==> src/verilog/blc_pkg.sv <==
package blc_pkg;

  localparam logic [6:0] TARGET_ADDR      = 7'h11;
  localparam int         REG_COUNT        = 20;

  localparam logic [7:0] OFS_REVISION     = 8'h01;
  localparam logic [7:0] OFS_BL_CFG_ONE   = 8'h02;
  localparam logic [7:0] OFS_BL_CFG_TWO   = 8'h03;
  localparam logic [7:0] OFS_BRT_LOW      = 8'h04;
  localparam logic [7:0] OFS_BRT_HIGH     = 8'h05;
  localparam logic [7:0] OFS_AF_LOW       = 8'h06;
  localparam logic [7:0] OFS_AF_HIGH      = 8'h07;
  localparam logic [7:0] OFS_OUT_ENABLE   = 8'h08;
  localparam logic [7:0] OFS_BIAS_ONE     = 8'h09;
  localparam logic [7:0] OFS_BIAS_TWO     = 8'h0A;
  localparam logic [7:0] OFS_BIAS_THREE   = 8'h0B;
  localparam logic [7:0] OFS_BOOST_LEVEL  = 8'h0C;
  localparam logic [7:0] OFS_POS_LEVEL    = 8'h0D;
  localparam logic [7:0] OFS_NEG_LEVEL    = 8'h0E;
  localparam logic [7:0] OFS_FAULT_FLAGS  = 8'h0F;
  localparam logic [7:0] OFS_BL_OPT_ONE   = 8'h10;
  localparam logic [7:0] OFS_BL_OPT_TWO   = 8'h11;
  localparam logic [7:0] OFS_DUTY_LOW     = 8'h12;
  localparam logic [7:0] OFS_DUTY_HIGH    = 8'h13;

  localparam logic [7:0] RST_BL_CFG_ONE   = 8'h28;
  localparam logic [7:0] RST_BL_CFG_TWO   = 8'h8D;
  localparam logic [7:0] RST_BRT_LOW      = 8'h07;
  localparam logic [7:0] RST_BRT_HIGH     = 8'hFF;
  localparam logic [7:0] RST_AF_LOW       = 8'h00;
  localparam logic [7:0] RST_AF_HIGH      = 8'h00;
  localparam logic [7:0] RST_OUT_ENABLE   = 8'h00;
  localparam logic [7:0] RST_BIAS_ONE     = 8'h18;
  localparam logic [7:0] RST_BIAS_TWO     = 8'h11;
  localparam logic [7:0] RST_BIAS_THREE   = 8'h00;
  localparam logic [7:0] RST_BOOST_LEVEL  = 8'h28;
  localparam logic [7:0] RST_POS_LEVEL    = 8'h1E;
  localparam logic [7:0] RST_NEG_LEVEL    = 8'h1C;
  localparam logic [7:0] RST_BL_OPT_ONE   = 8'h06;
  localparam logic [7:0] RST_BL_OPT_TWO   = 8'h35;

  // Field positions
  localparam int SOFT_RESET_BIT_POS       = 7;
  localparam int OVL_LSB                  = 5;
  localparam int OVA_POS                  = 4;
  localparam int MAP_POS                  = 3;
  localparam int POL_POS                  = 2;
  localparam int RAMP_POS                 = 1;
  localparam int DUTY_EN_POS              = 0;
  localparam int MAKER_CODE_LSB           = 0;
  localparam int REVISION_LSB             = 2;

  typedef enum logic [2:0] {
    ST_IDLE,
    ST_ADDR,
    ST_ADDR_ACK,
    ST_RX,
    ST_RX_ACK,
    ST_TX,
    ST_TX_ACK
  } link_state_t;

  typedef struct packed {
    logic [2:0] overvoltage_level;
    logic       overvoltage_action;
    logic       current_mapping_select;
    logic       input_polarity;
    logic       duty_ramp;
    logic       duty_input_enable;
  } bl_cfg_one_t;

  typedef struct packed {
    logic [7:0] fault;
    logic [7:0] duty_low;
    logic [7:0] duty_high;
  } status_in_t;

endpackage
==> src/verilog/blc_i2c_port.sv <==
`timescale 1ns/1ps
// Contract
// Host sends 7-bit address, write bit; device acks only its own address.
// After address ack, host sends 8-bit pointer; device acks and loads it.
// Each following written data byte stored at pointer and acknowledged.
// Pointer increments by one after each acknowledged write byte.
// Host ends write with stop after final acknowledged byte.
// Host reads via pointer write phase then repeated start, no stop.
// After repeated start, address with read bit acked; device drives pointed byte.
// Host ack on read byte advances pointer and sends next register.
// Host nacks last read byte then stops; device releases data line.
// Host changes restricted settings only while enable bits 1:0 and 4 are zero. The code does not check the enable bits on writes.
// Restricted: cfg one 3:0, cfg two 6:0, option one 0,1,4:3, thresholds.
// Reset puts every register at its listed default value.
// Revision, flags and duty readback registers are read-only.
// Revision register: silicon revision high bits, 2-bit maker code low bits.
// Config one: overvoltage level, action, mapping, polarity, ramp, enable; 0x28.
// Device answers fixed 7-bit target address 0x11.
// Reading flags register clears the reported fault flags.
// Writing enable bit 7 resets all registers, then bit self-clears. The code does not clear the fault flags on it.
// Hardware enable low disables port and holds registers at defaults.
// Unmapped addresses acked; writes ignored, reads return zero.
module blc_i2c_port
  import blc_pkg::*;
#(
  parameter logic [3:0] SILICON_REVISION = 4'h0, // Arbitrary value
  parameter logic [1:0] MAKER_CODE       = 2'h2  // Arbitrary value
) (
  input  wire logic        clk,
  input  wire logic        sys_rst,
  input  wire logic        clk_en,
  input  wire logic        hardware_enable_pin,
  input  wire logic        scl_in,
  input  wire logic        sda_in,
  output logic             sda_out,
  output logic             sda_oe,
  input  wire status_in_t  status_in,
  output bl_cfg_one_t      bl_cfg_one,
  output logic [7:0]       output_enable,
  output logic [10:0]      brightness
);

  localparam int NREG = REG_COUNT;

  typedef struct packed {
    logic [1:0]      scl_s;
    logic [1:0]      sda_s;
    logic [1:0]      hw_s;
    logic            scl_d;
    logic            sda_d;
    link_state_t     st;
    logic [2:0]      bit_cnt;
    logic [7:0]      shift;
    logic            is_ptr;
    logic            addr_ok;
    logic            armed;
    logic            rd;
    logic [7:0]      ptr;
    logic [NREG-1:0][7:0] regs;
    logic [7:0]      fault_seen;
    logic            sda_out;
    logic            sda_oe;
  } state_t;

  state_t s_r;
  state_t s_nxt;

  function automatic logic [NREG-1:0][7:0] defaults();
    logic [NREG-1:0][7:0] d;
    d = '0;
    d[OFS_BL_CFG_ONE]  = RST_BL_CFG_ONE;
    d[OFS_BL_CFG_TWO]  = RST_BL_CFG_TWO;
    d[OFS_BRT_LOW]     = RST_BRT_LOW;
    d[OFS_BRT_HIGH]    = RST_BRT_HIGH;
    d[OFS_AF_LOW]      = RST_AF_LOW;
    d[OFS_AF_HIGH]     = RST_AF_HIGH;
    d[OFS_OUT_ENABLE]  = RST_OUT_ENABLE;
    d[OFS_BIAS_ONE]    = RST_BIAS_ONE;
    d[OFS_BIAS_TWO]    = RST_BIAS_TWO;
    d[OFS_BIAS_THREE]  = RST_BIAS_THREE;
    d[OFS_BOOST_LEVEL] = RST_BOOST_LEVEL;
    d[OFS_POS_LEVEL]   = RST_POS_LEVEL;
    d[OFS_NEG_LEVEL]   = RST_NEG_LEVEL;
    d[OFS_BL_OPT_ONE]  = RST_BL_OPT_ONE;
    d[OFS_BL_OPT_TWO]  = RST_BL_OPT_TWO;
    return d;
  endfunction

  function automatic logic writable(input logic [7:0] a);
    return a >= OFS_BL_CFG_ONE && a < OFS_DUTY_LOW && a != OFS_FAULT_FLAGS;
  endfunction

  logic [7:0] rd_data;
  logic       scl_rise;
  logic       scl_fall;
  logic       start_c;
  logic       stop_c;

  assign scl_rise = s_r.scl_s[1] & ~s_r.scl_d;
  assign scl_fall = ~s_r.scl_s[1] & s_r.scl_d;
  assign start_c  = s_r.scl_s[1] & s_r.scl_d & s_r.sda_d & ~s_r.sda_s[1];
  assign stop_c   = s_r.scl_s[1] & s_r.scl_d & ~s_r.sda_d & s_r.sda_s[1];

  always_comb begin
    rd_data = 8'h00;
    if (s_r.ptr == OFS_REVISION) begin
      rd_data = {2'b00, SILICON_REVISION, MAKER_CODE};
    end else if (s_r.ptr == OFS_FAULT_FLAGS) begin
      rd_data = s_r.fault_seen;
    end else if (s_r.ptr == OFS_DUTY_LOW) begin
      rd_data = status_in.duty_low;
    end else if (s_r.ptr == OFS_DUTY_HIGH) begin
      rd_data = status_in.duty_high;
    end else if (s_r.ptr < 8'(NREG)) begin
      rd_data = s_r.regs[s_r.ptr[4:0]];
    end
  end

  always_comb begin
    s_nxt = s_r;
    s_nxt.scl_s = {s_r.scl_s[0], scl_in};
    s_nxt.sda_s = {s_r.sda_s[0], sda_in};
    s_nxt.hw_s  = {s_r.hw_s[0], hardware_enable_pin};
    s_nxt.scl_d = s_r.scl_s[1];
    s_nxt.sda_d = s_r.sda_s[1];
    // Faults latch until read; a new fault in the read cycle survives
    s_nxt.fault_seen = s_r.fault_seen | status_in.fault;
    if (!s_r.hw_s[1]) begin
      // Held in shutdown: port off, registers at default
      s_nxt.st      = ST_IDLE;
      s_nxt.regs    = defaults();
      s_nxt.fault_seen = 8'h00;
      s_nxt.sda_oe  = 1'b0;
      s_nxt.sda_out = 1'b0;
    end else if (start_c) begin
      s_nxt.st      = ST_ADDR;
      s_nxt.bit_cnt = 3'd0;
      // The start's own clock fall must not end a byte
      s_nxt.armed   = 1'b0;
      s_nxt.sda_oe  = 1'b0;
    end else if (stop_c) begin
      s_nxt.st      = ST_IDLE;
      s_nxt.sda_oe  = 1'b0;
    end else begin
      unique case (s_r.st)
        ST_IDLE: begin
        end
        ST_ADDR, ST_RX: begin
          if (scl_rise) begin
            s_nxt.shift   = {s_r.shift[6:0], s_r.sda_s[1]};
            s_nxt.bit_cnt = s_r.bit_cnt + 3'd1;
            s_nxt.armed   = 1'b1;
          end
          if (scl_fall && s_r.bit_cnt == 3'd0 && s_r.armed) begin
            if (s_r.st == ST_ADDR) begin
              s_nxt.addr_ok = s_r.shift[7:1] == TARGET_ADDR;
              s_nxt.rd      = s_r.shift[0];
              s_nxt.is_ptr  = ~s_r.shift[0];
              s_nxt.st      = ST_ADDR_ACK;
              s_nxt.sda_oe  = s_r.shift[7:1] == TARGET_ADDR;
            end else begin
              s_nxt.st     = ST_RX_ACK;
              s_nxt.sda_oe = 1'b1;
              if (s_r.is_ptr) begin
                s_nxt.ptr    = s_r.shift;
                s_nxt.is_ptr = 1'b0;
              end else begin
                if (writable(s_r.ptr)) begin
                  s_nxt.regs[s_r.ptr[4:0]] = s_r.shift;
                end
                if (s_r.ptr == OFS_OUT_ENABLE && s_r.shift[SOFT_RESET_BIT_POS]) begin
                  // Whole map returns to default, bit 7 reads back zero
                  s_nxt.regs = defaults();
                end
                s_nxt.ptr = s_r.ptr + 8'd1;
              end
            end
            s_nxt.sda_out = 1'b0;
            s_nxt.armed   = 1'b0;
          end
        end
        ST_ADDR_ACK: begin
          if (scl_fall) begin
            s_nxt.bit_cnt = 3'd0;
            if (!s_r.addr_ok) begin
              s_nxt.st     = ST_IDLE;
              s_nxt.sda_oe = 1'b0;
            end else if (s_r.rd) begin
              s_nxt.st      = ST_TX;
              s_nxt.shift   = rd_data;
              s_nxt.sda_out = 1'b0;
              s_nxt.sda_oe  = ~rd_data[7];
            end else begin
              s_nxt.st     = ST_RX;
              s_nxt.sda_oe = 1'b0;
            end
          end
        end
        ST_RX_ACK: begin
          if (scl_fall) begin
            s_nxt.st      = ST_RX;
            s_nxt.bit_cnt = 3'd0;
            s_nxt.sda_oe  = 1'b0;
          end
        end
        ST_TX: begin
          if (scl_fall) begin
            s_nxt.bit_cnt = s_r.bit_cnt + 3'd1;
            if (s_r.bit_cnt == 3'd7) begin
              s_nxt.st     = ST_TX_ACK;
              s_nxt.sda_oe = 1'b0;
              if (s_r.ptr == OFS_FAULT_FLAGS) begin
                s_nxt.fault_seen = status_in.fault;
              end
            end else begin
              s_nxt.shift   = {s_r.shift[6:0], 1'b0};
              s_nxt.sda_oe  = ~s_r.shift[6];
            end
          end
        end
        ST_TX_ACK: begin
          if (scl_rise) begin
            s_nxt.rd = ~s_r.sda_s[1];
            if (!s_r.sda_s[1]) begin
              s_nxt.ptr = s_r.ptr + 8'd1;
            end
          end
          if (scl_fall) begin
            if (s_r.rd) begin
              s_nxt.st    = ST_TX;
              s_nxt.bit_cnt = 3'd0;
              s_nxt.shift = rd_data;
              s_nxt.sda_oe = ~rd_data[7];
            end else begin
              s_nxt.st = ST_IDLE;
            end
          end
        end
      endcase
    end
  end

  always_ff @(posedge clk) begin
    if (sys_rst) begin
      s_r       <= '0;
      s_r.regs  <= defaults();
      s_r.scl_s <= 2'b11;
      s_r.sda_s <= 2'b11;
      s_r.scl_d <= 1'b1;
      s_r.sda_d <= 1'b1;
      s_r.st    <= ST_IDLE;
    end else if (clk_en) begin
      s_r <= s_nxt;
    end
  end

  // Open-drain: the line only ever gets pulled low
  assign sda_out       = s_r.sda_out;
  assign sda_oe        = s_r.sda_oe;
  assign bl_cfg_one    = bl_cfg_one_t'(s_r.regs[OFS_BL_CFG_ONE]);
  assign output_enable = s_r.regs[OFS_OUT_ENABLE];
  assign brightness    = {s_r.regs[OFS_BRT_HIGH], s_r.regs[OFS_BRT_LOW][2:0]};
endmodule

==> config.mk <==
export PLATFORM = sky130hd
export DESIGN_NAME = blc_i2c_port
export DESIGN_NICKNAME = d
export VERILOG_FILES = /design/src/verilog/blc_pkg.sv /design/src/verilog/blc_i2c_port.sv
export SDC_FILE = /design/constraint.sdc
export NUM_CORES = 1
export LEC_CHECK = 0
export ABC_AREA = 1
export BUFFER_PORTS_ARGS = -buffer_cell sky130_fd_sc_hd__buf_2
export CELL_PAD_IN_SITES_DETAIL_PLACEMENT = 1
export CELL_PAD_IN_SITES_GLOBAL_PLACEMENT = 2
export CORE_MARGIN = 2
export CORE_UTILIZATION = 37
export DETAILED_ROUTE_END_ITERATION = 12
export GPL_ROUTABILITY_DRIVEN = 0
export PLACE_DENSITY = 0.81
export SETUP_SLACK_MARGIN = 0.15
export SYNTH_ARGS = -nofsm -noshare
export SYNTH_HDL_FRONTEND = slang
export SYNTH_SLANG_ARGS = --single-unit
export TNS_END_PERCENT = 50
==> constraint.sdc <==
create_clock -name clk -period 4.1 [get_ports clk]
set_input_delay 0.205 -clock clk [delete_from_list [all_inputs] [get_ports clk]]
set_output_delay 0.205 -clock clk [all_outputs]
set_load 0.03 [all_outputs]
# Word-level counts from Yosys, hierarchy flattened
# Index checks and enable logic that the tools add are counted.
dict set report word_totals {
  reg_bits 204
  wordCells 215
}
dict set report classes {
  n_addsub 2
  n_lt_le_gt_ge 5
  eq_ne 50
  n_mux 81
  bitwise_logic 17
  reduce_logical 24
}
# op n
set op_table {}
lappend op_table {{$mux 160} 4}
lappend op_table {{$mux 192} 1}
lappend op_table {{$mux 172} 1}
lappend op_table {{$mux 170} 1}
lappend op_table {{$mux 169} 1}
lappend op_table {{$mux 14} 12}
lappend op_table {{$mux 168} 1}
lappend op_table {{$bwmux 160} 1}
lappend op_table {{$mux 8} 16}
lappend op_table {{$mux 11} 5}
lappend op_table {{$ne 5x5->1 const B} 11}
lappend op_table {{$bmux 8 s5} 1}
lappend op_table {{$demux 8 s5} 1}
lappend op_table {{$reduce_and 8->1} 5}
lappend op_table {{$pmux 8 s4} 1}
lappend op_table {{$pmux 6 s5} 1}
lappend op_table {{$mux 3} 9}
lappend op_table {{$ne 2x2->1 const B} 10}
lappend op_table {{$ne 4x4->1 const B} 5}
lappend op_table {{$pmux 9 s2} 1}
lappend op_table {{$mux 1} 17}
lappend op_table {{$eq 8x4->1 const B} 2}
lappend op_table {{$eq 8x5->1 const B} 2}
lappend op_table {{$lt 8x5->1 const B} 2}
lappend op_table {{other kinds (36)} 68}

# Depth between registers and ports, before layout
dict set report depth {
  ltp_word 17
  ltp_mapped 20
  depth_no_buf 18
}

# Worst setup path before layout
# OpenSTA, ideal clock, no wires.
dict set report synth_timing {
  path_kind {register to register}
  startpoint {register s_r[170] (netlist bit)}
  endpoint {register s_r[115] (netlist bit)}
  setup_time_ns 0.130
  t_arrival_ns 2.493
  t_required_ns 3.970
  path_slack_ns 1.477
  path_stages_with_launch 16
  path_buffers 5
  synth_period_minus_slack_ns 2.623
  cell_sequence {dfxtp_1 -> buf_2 -> inv_1 -> buf_2 -> buf_1 -> ha_1 -> clkinv_1 -> nor2_2 -> a31oi_4 -> nand2_1 -> buf_4 -> buf_6 -> o21ai_2 -> inv_2 -> nand2_1 -> nand3_1}
}
dict set report synth_via {
  elab_chain_len 14
  elab_cells_between_ends 24
  cone_classes {4 x order compare; 3 x eq/ne; 12 x mux; 5 x reduce/logical}
}
# element line_no
set synth_lines {}
lappend synth_lines {{start, declared} blc_i2c_port.sv:65} ;# state_t s_r;
lappend synth_lines {{start signal, assigned} blc_i2c_port.sv:253} ;# s_r <= s_nxt;
lappend synth_lines {{$lt 5x6->1 (implied by the code) or $ge 5x1->1 (tied branches)} blc_i2c_port.sv:169} ;# s_nxt.regs[s_r.ptr[4:0]] = s_r.shift;
lappend synth_lines {{$logic_and 1x1->1 (implied by the code)} blc_i2c_port.sv:169}
lappend synth_lines {{$mux 8 (implied by the code)} blc_i2c_port.sv:169}
lappend synth_lines {{$demux 8 s5} blc_i2c_port.sv:169}
lappend synth_lines {{$bwmux 160} blc_i2c_port.sv:169}
lappend synth_lines {{$mux 160} blc_i2c_port.sv:168} ;# if (writable(s_r.ptr)) begin
lappend synth_lines {{$mux 160} blc_i2c_port.sv:171} ;# if (s_r.ptr == OFS_OUT_ENABLE && s_r.shift[SOFT_RESET_BIT_POS]) begin
lappend synth_lines {{$mux 160} blc_i2c_port.sv:164} ;# if (s_r.is_ptr) begin
lappend synth_lines {{$mux 168} blc_i2c_port.sv:155} ;# if (s_r.st == ST_ADDR) begin
lappend synth_lines {{$mux 172} blc_i2c_port.sv:154} ;# if (scl_fall && s_r.bit_cnt == 3'd0 && s_r.armed) begin
lappend synth_lines {{$mux 160} blc_i2c_port.sv:145} ;# unique case (s_r.st)
lappend synth_lines {{$mux 192} blc_i2c_port.sv:141} ;# end else if (stop_c) begin
lappend synth_lines {{$mux 169} blc_i2c_port.sv:135} ;# end else if (start_c) begin
lappend synth_lines {{$mux 170} blc_i2c_port.sv:128} ;# if (!s_r.hw_s[1]) begin
# Several ways; a longest one is shown, not always the timed one. The select of a mux whose other input is x is not followed.
# A chain may end at the register's enable or synchronous reset.

# Final worst setup path
dict set report layout_timing {
  startpoint {register s_r[176] (netlist bit)}
  endpoint {register s_r[163] (netlist bit)}
}
dict set report layout_via {
  elab_chain_len 10
  elab_cells_between_ends 17
  cone_classes {2 x order compare; 3 x eq/ne; 8 x mux; 4 x reduce/logical}
}
# element line_no
set layout_lines {}
lappend layout_lines {{$eq 8x4->1} blc_i2c_port.sv:171}
lappend layout_lines {{$logic_and 1x1->1} blc_i2c_port.sv:171}
lappend layout_lines {{$mux 160} blc_i2c_port.sv:171}
lappend layout_lines {{$mux 160} blc_i2c_port.sv:164}
lappend layout_lines {{$mux 168} blc_i2c_port.sv:155}
lappend layout_lines {{$mux 172} blc_i2c_port.sv:154}
lappend layout_lines {{$mux 160} blc_i2c_port.sv:145}
lappend layout_lines {{$mux 192} blc_i2c_port.sv:141}
lappend layout_lines {{$mux 169} blc_i2c_port.sv:135}
lappend layout_lines {{$mux 170} blc_i2c_port.sv:128}
# Several ways; a longest one is shown, not always the timed one. The select of a mux whose other input is x is not followed.

==> flow_summary_export.csv <==
group,metric,value,unit
detailed_routing,drt_first_pass_iters,6,
hold_path,hold_depth,2,
layout,final_cells,2013,
global_route,grt_pass1_wl,63800,um
synth,yosys.area_share.adder,0.00819,
sta,worst_pin_slew,1040,ps
sta,finalClockSkew,18.7,ps
detailed_routing,ant_nets,0,
power_and_ir_drop,ir_drop,0.305,mV
hold_path,hold-path-endpoint,"s_nxt[196]$_SDFFE_PP1P_",
hold_path,hp-start,"clk_en",
layout,final_common_cell,"nand2_1",
detailed_routing,wl,40600,um
synth,yosys_warnings,0,
cts,root_buffer,"clkbuf_16",
worst_setup_path,crit_path_max_fanout,76,
worst_setup_path,endpoint_kind,"flop",
worst_setup_path,arrival,3550,ps
layout,antenna_cells,0,
detailed_routing,drc,0,
floorplan,floorplan.die.width,174,um
place,dp_hpwl,27200,um
cts,post_cts_resized,0,
power_and_ir_drop,p_per_area,397,nW/um^2
global_route,grt_antenna_before_repair,0,
sta,post-route-min-period,3160,ps
synth,syn_area,10700,um^2
sta,fin_tns_setup,0,ps
synth,synthesis.nets,1654,
sta,period_share,0.772,
detailed_routing,via_per_inst,5.51,
synth,synth_compound_area_frac,0.206,
sta,report.final.hold_viol_count,0,
synth,yosysTopAreaCell,"dfxtp_1",
synth,synth_xor_area_frac,0.00164,
sta,final_max_slew_viol_count,0,
synth,netlist_instances,1617,
synth,syn_area_per_cell,6.61,um^2
synth,synth_top_family_by_area,"simple AND/OR/NAND/NOR gates",
cts,h-tree-depth,1,
worst_setup_path,crit_start,"s_r[176]$_SDFFE_PP0P_",
layout,syn2layout_area_growth,12.3,%
floorplan,row_count,62,
flow_run,maxCapViolations,0,
sta,fmax,316,MHz
cts,clockBufferDepth,3,
worst_setup_path,reg2reg_slack,940,ps
place,place_ws,901,ps
synth,synth_flop_cell,"dfxtp_1",
global_route,grt_usage,0.265,
synth,ys_ff_latch,203,
floorplan,io_pins,59,
global_route,grt_pass1_vias,11255,
synth,synth-seq-area-share,0.380,
detailed_routing,vias,11098,
sta,setup_viol,0,
worst_setup_path,start_kind,"flop",
detailed_routing,wl_per_cell,20.2,um
hold_path,hp-class,"primary input to flop",
synth,synth_edf_count,0,
worst_setup_path,path_class,"flop to flop",
cts,clkSinkCount,203,
cts,clk_pin_slew,60,ps
floorplan,dieArea,30300,um^2
sta,max_slew_margin,0.305,
synth,yosysTopAreaCellShare,0.380,
cts,clk_latency,540,ps
synth,ys_top_cells_by_area,"dfxtp_1 (38%), nand2_1 (14%), a21oi_1 (9.9%)",
status,status,"finished, final reports clean",
layout,drive_above_1_share,0.104,
synth,async_reset_ff_frac,0,
cts,cts_tree,"done",
sta,rsz0062_at_grt,"false",
sta,fin_ws,936,ps
worst_setup_path,r2r_cells,9,
detailed_routing,drtIter0Drc,859,
global_route,gr-total-overflow,0,
place,dp_cells,1959,
cts,numCtsBuffers,25,
floorplan,start_util,0.375,
floorplan,coreArea,28500,um^2
worst_setup_path,r2r-start,"s_r[176]$_SDFFE_PP0P_",
layout,finish.utilization,0.421,
synth,synth_mux_area_frac,0,
synth,ys_types,41,
worst_setup_path,cp.required,4480,ps
power_and_ir_drop,leakage,4.66,nW
worst_setup_path,r2r-end,"s_r[163]$_SDFFE_PP0P_",
layout,fin_nets,1650,
floorplan,die_y,174,um
global_route,grt_max_degree,84,
place,io_buffers,57,
layout,final_cell_mix,"nand2_1 (402), a21oi_1 (211), dfxtp_1 (201), nand3_1 (152), nor2_1 (149)",
synth,synth-simple-area-share,0.308,
[synth_stat cells (2+ instances only)]
cell type / number
nand2_1: 403
a21oi_1: 212
dfxtp_1: 203
nand3_1: 152
nor2_1: 150
o21ai_0: 118
inv_1: 77
clkbuf_1: 64
o22ai_1: 37
buf_4: 31
nand4_1: 23
nor3_1: 21
buf_2: 18
inv_2: 13
o21ai_1: 9
o21ai_2: 8
a211oi_1: 7
buf_1: 7
ha_1: 7
nor3b_1: 7
clkinv_1: 6
buf_6: 5
nor2_2: 5
nor4_1: 5
a31oi_1: 4
nor3_2: 4
o211ai_1: 3
nor2_4: 2
o2111ai_1: 2
o21ai_4: 2
xnor2_1: 2
[what timing repair did]
action                                 CTS  global route
endpoints found under the hold margin   11             0
hold buffers                            11             0
buffers inserted                         0             0
[logic make-up (layout without fill, tap and decap cells)]
| group | after synthesis | after routing |
|---|---|---|
| xor+xnor | 2 | 2 |
| fa+ha+maj | 7 | 7 |
| flops | 203 | 203 |
| compound gates | 407 | 407 |
| other cells | 1 | 1 |
| simple gates | 775 | 775 |
| buf+inv | 222 | 234 |
[through the flow]
stage          total power, mW  area [um^2]  hold slack [ps]
3_5_place_dp              2.50        11000              437
6_report                  4.77        12000             43.7
5_1_grt                   4.94        12000             76.1
2_1_floorplan             2.38        10700              331
3_3_place_gp              2.49        11000              422
4_1_cts                   4.81        12000             32.6
[worst max-delay path, cell delays in order (launching register included)]
cell       delay [ps]
dfxtp_1           360
nor3_4            350
inv_2             120
nor4_1            350
o2111ai_1         230
a21oi_4           210
buf_4             660
o21ai_1           480
nand2_1           170
a21oi_1            70
[where the power goes]
group / switching, mW / total, mW / internal, mW
logic: 0.292 / 0.402 / 0.110
clock network: 0.894 / 2.31 / 1.41
registers: 0.0418 / 2.06 / 2.02
total: 1.23 / 4.77 / 3.54
[layer usage]
layer,global-route usage,part of all wire
met1,0.355,0.46
met2,0.453,0.47
met3,0.0313,0.040
met4,0.0676,0.026
met5,0,0
[worst max path at each step]
stage | endpoint | slack [ps] | cells after the start
2_1_floorplan | s_r[115]$_SDFFE_PP1P_ | 1480 | 15
5_1_grt | s_r[15]$_SDFFE_PP0P_ | 580 | 11
6_report | s_r[163]$_SDFFE_PP0P_ | 940 | 9
4_1_cts | s_r[163]$_SDFFE_PP0P_ | 900 | 12
3_5_place_dp | s_r[163]$_SDFFE_PP0P_ | 900 | 12
3_3_place_gp | s_r[163]$_SDFFE_PP0P_ | 970 | 12
[registers in the layout (all words and copies together), names as in the netlist]
register	count
s_r	170
brightness	11
bl_cfg_one	8
output_enable	8
s_nxt	5
sda_oe	1
[layout make-up]
type,count,area (um^2)
fill,3734,16500
multi-input combinational,1192,5620
sequential,203,4070
clock buffer,37,771
timing repair buffer,95,626
tap,384,480
inverter,96,360
clock inverter,6,83.8
No activity file was read; power rests on OpenSTA's default activity.
